## src/plm_pkg.sv

```systemverilog
package plm_pkg;
  localparam int unsigned CLK_HZ = 10_000_000;
  localparam int unsigned STAB_MS = 330;
  localparam int unsigned STAB_CYCLES = STAB_MS * (CLK_HZ / 1000);
  localparam int unsigned PD_RESET_CYCLES = 16;
  localparam int unsigned LEN_W = 8;
  localparam int unsigned PULSE_CYCLES = 4;
  localparam int unsigned LISTEN_CYCLES = 255;
  typedef enum logic [1:0] {
    LM_DOWN,
    LM_STAB,
    LM_READY,
    LM_UP
  } plm_link_type;
  typedef enum logic [1:0] {
    TD_IDLE,
    TD_PULSE,
    TD_LISTEN,
    TD_DONE
  } plm_tdr_type;
endpackage : plm_pkg

```

## src/plm_tdr_if.sv

```systemverilog
`timescale 1ns/1ps
// link monitor and reflectometry engine exchange
interface plm_tdr_if;
  logic test_busy;
  modport engine (output test_busy);
  modport monitor (input test_busy);
endinterface : plm_tdr_if

```

## src/plm_link_mon.sv

```systemverilog
`timescale 1ns/1ps
// 100 Mbps link integrity monitor
module plm_link_mon
  import plm_pkg::*;
#(
  parameter int unsigned STAB_CNT = STAB_CYCLES
) (
  input wire logic clk, // core clock
  input wire logic rst_n, // sync reset
  input wire logic data_valid, // synchronised line valid
  input wire logic aneg_en, // negotiation enabled
  input wire logic aneg_done, // negotiation grants link
  plm_tdr_if.monitor tif, // test hand-off
  output logic link_ok // 100 Mbps link result
);
  plm_link_type state_ff;
  plm_link_type nxt_state;
  logic [31:0] cnt_ff;
  logic stab_done;

  assign stab_done = (cnt_ff >= STAB_CNT - 1);
  assign link_ok = (state_ff == LM_UP);

  // next state
  always_comb begin
    nxt_state = state_ff;
    case (state_ff)
      LM_DOWN: if (data_valid) nxt_state = LM_STAB;
      LM_STAB: begin
        if (stab_done) begin
          if (aneg_en) nxt_state = LM_READY;
          else nxt_state = LM_UP;
        end
      end
      LM_READY: if (aneg_done) nxt_state = LM_UP;
      LM_UP: nxt_state = LM_UP;
      default: nxt_state = LM_DOWN;
    endcase
    // loss of valid or running test wins from any state
    if (!data_valid || tif.test_busy) nxt_state = LM_DOWN;
  end

  always_ff @(posedge clk) begin
    if (!rst_n) state_ff <= LM_DOWN;
    else state_ff <= nxt_state;
  end

  // stabilization timer only counts while waiting
  always_ff @(posedge clk) begin
    if (!rst_n || state_ff != LM_STAB || !data_valid) cnt_ff <= 32'h0000_0000;
    else if (!stab_done) cnt_ff <= cnt_ff + 32'h0000_0001;
  end
endmodule : plm_link_mon

```

## src/plm_tdr_eng.sv

```systemverilog
`timescale 1ns/1ps
// reflectometry pulse and timing engine
module plm_tdr_eng
  import plm_pkg::*;
(
  input wire logic clk, // core clock
  input wire logic rst_n, // sync reset
  input wire logic reg_rst_n, // hardware reset of the result register
  input wire logic start, // enable bit set
  input wire logic echo, // synchronised reflection seen
  plm_tdr_if.engine tif, // test hand-off
  output logic pulse_on, // drive pulse
  output logic done, // result valid
  output logic [LEN_W-1:0] length // electrical length
);
  plm_tdr_type st_ff;
  logic [LEN_W-1:0] cnt_ff;
  logic [LEN_W-1:0] len_ff;
  logic hit;

  assign tif.test_busy = (st_ff == TD_PULSE) || (st_ff == TD_LISTEN);
  assign pulse_on = (st_ff == TD_PULSE);
  assign done = (st_ff == TD_DONE);
  assign length = len_ff;
  // saturated count means no reflection: matched line
  assign hit = (st_ff == TD_LISTEN) && (echo || cnt_ff == LEN_W'(LISTEN_CYCLES));

  // sequencer: pulse, then time the echo
  always_ff @(posedge clk) begin
    if (!rst_n) begin
      st_ff <= TD_IDLE;
      cnt_ff <= '0;
    end else begin
      case (st_ff)
        TD_IDLE: if (start) begin
          st_ff <= TD_PULSE;
          cnt_ff <= '0;
        end
        TD_PULSE: begin
          if (cnt_ff == LEN_W'(PULSE_CYCLES - 1)) begin
            st_ff <= TD_LISTEN;
            cnt_ff <= '0;
          end else cnt_ff <= cnt_ff + 1'b1;
        end
        TD_LISTEN: begin
          if (hit) st_ff <= TD_DONE;
          else cnt_ff <= cnt_ff + 1'b1;
        end
        TD_DONE: if (!start) st_ff <= TD_IDLE;
        default: st_ff <= TD_IDLE;
      endcase
    end
  end

  // result is register content: a power-down wake must leave it alone
  always_ff @(posedge clk) begin
    if (!reg_rst_n) len_ff <= '0;
    else if (rst_n && hit) len_ff <= cnt_ff;
  end
endmodule : plm_tdr_eng

```

## src/plm_top.sv

```systemverilog
`timescale 1ns/1ps
// PHY port link monitor, power-down reset and reflectometry control
module plm_top
  import plm_pkg::*;
#(
  parameter int unsigned STAB_CNT = STAB_CYCLES
) (
  input wire logic CLK, // core clock
  input wire logic RESET_N, // sync reset
  input wire logic POWER_DOWN, // power-down request level
  input wire logic DATA_VALID, // equalizer signal valid
  input wire logic ANEG_EN, // negotiation enabled
  input wire logic ANEG_DONE, // negotiation grants link
  input wire logic SPEED_10, // 10BASE-T selected
  input wire logic LINK_10, // 10BASE-T receiver link
  input wire logic FX_MODE, // fiber mode
  input wire logic TDR_EN, // reflectometry enable bit
  input wire logic CROSSOVER_STATE_SELECT, // 1 = crossover pair
  input wire logic ECHO, // reflection detector
  output logic PHY_LOGIC_RST, // internal reset pulse
  output logic LINK_STATUS, // status bit and LED
  output logic TXRX_ENABLE, // datapath enable
  output logic PULSE_TX_PAIR, // pulse on transmit pair
  output logic PULSE_RX_PAIR, // pulse on receive pair
  output logic TDR_DONE, // test finished
  output logic [LEN_W-1:0] CHANNEL_LENGTH // electrical length
);
  logic [1:0] valid_sync_ff;
  logic [1:0] echo_sync_ff;
  logic [1:0] pd_sync_ff;
  logic pd_prev_ff;
  logic [4:0] pdr_cnt_ff;
  logic core_rst_n;
  logic link100;
  logic pulse;
  logic done;
  logic [LEN_W-1:0] len;
  plm_tdr_if tif ();

  // pin synchronisers
  always_ff @(posedge CLK) begin
    if (!RESET_N) begin
      valid_sync_ff <= 2'h0;
      echo_sync_ff <= 2'h0;
      pd_sync_ff <= 2'h0;
    end else begin
      valid_sync_ff <= {valid_sync_ff[0], DATA_VALID};
      echo_sync_ff <= {echo_sync_ff[0], ECHO};
      pd_sync_ff <= {pd_sync_ff[0], POWER_DOWN};
    end
  end

  // reset pulse on exit from power-down; registers live elsewhere and are untouched
  always_ff @(posedge CLK) begin
    if (!RESET_N) begin
      pd_prev_ff <= 1'b0;
      pdr_cnt_ff <= 5'h00;
    end else begin
      pd_prev_ff <= pd_sync_ff[1];
      if (pd_prev_ff && !pd_sync_ff[1]) pdr_cnt_ff <= 5'(PD_RESET_CYCLES);
      else if (pdr_cnt_ff != 5'h00) pdr_cnt_ff <= pdr_cnt_ff - 5'h01;
    end
  end
  assign PHY_LOGIC_RST = (pdr_cnt_ff != 5'h00);
  assign core_rst_n = RESET_N && !PHY_LOGIC_RST;

  plm_link_mon #(.STAB_CNT(STAB_CNT)) u_mon (
    .clk(CLK),
    .rst_n(core_rst_n),
    .data_valid(valid_sync_ff[1]),
    .aneg_en(ANEG_EN),
    .aneg_done(ANEG_DONE),
    .tif(tif),
    .link_ok(link100)
  );

  plm_tdr_eng u_tdr (
    .clk(CLK),
    .rst_n(core_rst_n),
    .reg_rst_n(RESET_N),
    .start(TDR_EN && !FX_MODE),
    .echo(echo_sync_ff[1]),
    .tif(tif),
    .pulse_on(pulse),
    .done(done),
    .length(len)
  );

  // speed mux for status and LED; test forces link down
  assign LINK_STATUS = tif.test_busy ? 1'b0 : (SPEED_10 ? LINK_10 : link100);
  assign TXRX_ENABLE = LINK_STATUS;
  assign PULSE_TX_PAIR = pulse && !CROSSOVER_STATE_SELECT;
  assign PULSE_RX_PAIR = pulse && CROSSOVER_STATE_SELECT;
  assign TDR_DONE = done;
  assign CHANNEL_LENGTH = len;
endmodule : plm_top

```

## config.mk

```make
export PLATFORM = sky130hd
export DESIGN_NAME = plm_top
export DESIGN_NICKNAME = d
export VERILOG_FILES = /design/src/plm_pkg.sv /design/src/plm_tdr_if.sv /design/src/plm_link_mon.sv /design/src/plm_tdr_eng.sv /design/src/plm_top.sv
export SDC_FILE = /design/constraint.sdc
export NUM_CORES = 1
export LEC_CHECK = 0
export ABC_AREA = 1
export BUFFER_PORTS_ARGS = -buffer_cell sky130_fd_sc_hd__clkbuf_2
export CORE_AREA = 2 2 92 94
export CTS_CLUSTER_DIAMETER = 40
export DETAILED_ROUTE_END_ITERATION = 10
export DIE_AREA = 0 0 94 96
export PLACE_DENSITY = 0.72
export SLEW_MARGIN = 20
export SYNTH_ARGS = -nofsm -noshare
export SYNTH_HDL_FRONTEND = slang
export SYNTH_HIERARCHICAL = 1
export SYNTH_SLANG_ARGS = --single-unit
```

## constraint.sdc

```tcl
create_clock -name CLK -period 1.75 [get_ports CLK]
set_input_delay 0.0875 -clock CLK [delete_from_list [all_inputs] [get_ports CLK]]
set_output_delay 0.0875 -clock CLK [all_outputs]
set_load 0.02 [all_outputs]
```

==> reports/summary.txt <==
status: completed
routability cong.: 0.887
cell taking the most area after synthesis: dfxtp_1
net switching fraction of the power: 34.8%
relative slew slack: 79.4%
dpl ws: -0.00535 ns
sequential share of the synthesized area: 36.4%
share of cells above drive strength 1: 15.3%
CP cell instances: ha_2 -> nand3_4 -> o21ai_2 -> nand2_1 -> nand2_2 -> nand2_8 -> buf_4 -> nand3_1 -> a21oi_2
final worst slack: 0.111 ns
Leak: 1.61 nW
first-pass GRT wire length: 12,600 µm
nets: 577
share of power burned in registers: 42.3%
share of the synthesized area in the top cell type: 36.4%
clock network power share: 31.5%
main area contributors after synthesis: dfxtp_1 36%, nand2_1 14%, inv_1 7.7%
CP peak stage delay: 0.36 ns
synth warn: 6
Synth Net Count: 540
Int Pwr: 2.52 mW
worst hold slack: 0.0362 ns
Antenna Cells: 0
flop-to-flop setup slack: 0.11 ns
post-layout min period: 1.64 ns
antenna violations before repair: 0
NetSw: 1.35 mW
power share of the combinational group: 26.2%
fin crit share: 93.7%
Core Util, Final: 50.0%
Final Hold Vio Count: 0
worst skew pair latency: 0.35 ns
wire per inst: 10.8 µm
Worst-Margin Slew: 0.305 ns
Antenna Nets Post-Route: 0
multi-input logic area: 1880 µm²
Max VDD drop: 469 µV
Clock Path Buffers: 2
Setup-failing EPs final: 0
Hold/Removal Path Class: input pin to flop
Vias: 3,204
total grt overflow: 0
crit path max fanout: 13
H-tree levels: 3
Clock Skews: 0.0109 ns
clock slew at reported path FFs: 0.08 ns
Die ar.: 9020 µm²
clock tree sinks: 64
Area Overhead vs Synth: 14.3%
core area: 8050 µm²
CP Data Arrival Time: 1.88 ns
RSZ-0062 raised after global routing: false
input/output buffers: 25
drt first pass iters: 4
Peak Freq: 610 MHz
Die H: 96 µm
Post-Route WL: 7200 µm
Cell Area, Placed: 3750 µm²
DR DRC count: 0
critical path type: flop to flop
Req. time, crit path: 1.99 ns
max-slew violation count: 0
fillcell total: 812
Mapped Cells: 520
CTS root buf: clkbuf_8
crit path launch type: flop
vias per cell: 4.80
Final Instance Area: 4020 µm²
I/O Pins: 26
Cell variety after synth: 37
CTS Buf Count: 9
pwr dens: 963 nW/µm²
CP Capture Type: flop
Syn Area/Cell: 6.77 µm²
Reg area: 1280 µm²
Overall Global Routing Usage: 17.4%
Netlist Area Pre-Place: 3520 µm²
Seq cells post-synth: 64
largest net degree at the start of global routing: 31
initial DRC count: 144
CP max-delay cell: dfxtp_1
MaxCap Viol Count: 0
Initial Utilization: 43.7%
die width: 94 µm
vias in the first global route: 2,925
detailed placer's ending HPWL: 5060 µm
CTS tree: yes
number of core rows: 33
==> per-layer routing <==
metal | wire (µm) | global-route usage, %
met1 | 3450 | 21.2
met5 | 0 | 0
met2 | 3280 | 29.6
met4 | 127 | 9.30
met3 | 343 | 2.82
==> synthesized netlist by cell type <==
| cell | number |
|---|---|
| a21oi_1 | 33 |
| a21oi_2 | 2 |
| a31oi_1 | 4 |
| and2_1 | 1 |
| buf_2 | 2 |
| buf_4 | 4 |
| buf_6 | 3 |
| buf_8 | 1 |
| clkbuf_1 | 4 |
| clkinv_1 | 2 |
| dfxtp_1 | 64 |
| ha_1 | 8 |
| inv_1 | 72 |
| inv_2 | 2 |
| inv_4 | 1 |
| mux2i_1 | 1 |
| nand2_1 | 132 |
| nand2_2 | 4 |
| nand2_4 | 4 |
| nand2_8 | 1 |
| nand3_1 | 43 |
| nand3_4 | 3 |
| nand3b_1 | 3 |
| nand4_1 | 5 |
| nor2_1 | 72 |
| nor2_2 | 7 |
| nor2_4 | 2 |
| nor3_1 | 2 |
| nor3_2 | 2 |
| o211ai_1 | 1 |
| o21ai_0 | 12 |
| o21ai_1 | 6 |
| o21ai_2 | 1 |
| o21bai_1 | 2 |
| o311ai_0 | 1 |
| xnor2_1 | 8 |
| xor2_1 | 5 |
==> stage by stage <==
step,TNS (ns),instances,total power [mW]
CTS,0,666,3.85
floorplan,0,520,2.41
global route,0,667,4.09
finish,0,667,3.87
detailed placement,-0.00535,646,2.62
global placement,0,646,2.59
==> placed cells by master (no fill, tap or decap), types with 5 or more instances in the layout <==
cell type and n:
nor2_2 8, ha_1 5, o21ai_0 12, clkbuf_8 11, nand3_1 43, buf_4 9
nand4_1 5, dfxtp_1 64, a21oi_1 33, o21ai_1 6, xor2_1 5, clkbuf_2 25
nand2_1 132, nor2_1 71, xnor2_1 8, inv_1 71
==> power by group through the flow <==
stage	sequential, mW	combinational [mW]	clock (mW)
3_5_place_dp	1.67	0.954	0
2_1_floorplan	1.65	0.766	0
3_3_place_gp	1.66	0.933	0
6_report	1.64	1.01	1.22
4_1_cts	1.63	0.978	1.24
5_1_grt	1.65	1.14	1.30
==> sequential cells by signal (all words and copies together), names as in the netlist <==
register	cells
pd_sync_ff	2
echo_sync_ff	2
pd_prev_ff	1
u_mon/cnt_ff	32
u_tdr/length	8
valid_sync_ff	2
pdr_cnt_ff	5
u_tdr/cnt_ff	8
u_mon/state_ff	2
u_tdr/st_ff	2
==> repair_timing <==
action	4_1_cts	5_1_grt
setup buffers	0	0
hold endpoints to repair	4	0
pin swaps	0	1
gates resized for setup	2	8
cloned	0	1
endpoints found under the setup margin	20	40
hold buffers	4	0
==> kinds of logic (layout without fill, tap and decap cells) <==
kind of cell    Yosys count  count (layout)  synth area share, %
compound gates           62              62                 9.60
simple gates            281             282                 36.4
xor+xnor                 13              13                 3.24
mux                       1               1                0.285
fa+ha+maj                 8               8                 2.85
buf+inv                  91             132                 11.2
flops                    64              64                 36.4
==> worst paths after layout <==
| kind | from | endpoint | cells past startpoint |
|---|---|---|---|
| setup reg to reg | u_mon/cnt_ff[1]$_SDFFE_PP0N_ | u_mon/cnt_ff[18]$_SDFFE_PP0N_ | 9 |
| setup / recovery | u_mon/cnt_ff[1]$_SDFFE_PP0N_ | u_mon/cnt_ff[18]$_SDFFE_PP0N_ | 9 |
| hold reg to reg | valid_sync_ff[0]$_SDFF_PN0_ | valid_sync_ff[1]$_SDFF_PN0_ | 2 |
| hold / removal | RESET_N | pdr_cnt_ff[4]$_SDFFE_PN0P_ | 3 |
==> worst max-delay path, delay by kind of cell, from the launching register on <==
kind | cells | cell delay [ns]
and+or+nand+nor | 5 | 0.55
DFF | 1 | 0.36
adders and majority gates | 1 | 0.22
AOI/OAI and AO/OA | 2 | 0.20
buffers and inverters | 1 | 0.20
==> layout make-up <==
type / instances / area share [%]
clock buffers: 11 / 3.76
clock inverters: 5 / 0.964
inverters: 77 / 7.31
multi-input cells: 366 / 46.8
flip-flops and latches: 64 / 31.9
well taps: 105 / 3.27
repair buffers: 39 / 6.07
No activity file was read; power rests on OpenSTA's default activity.
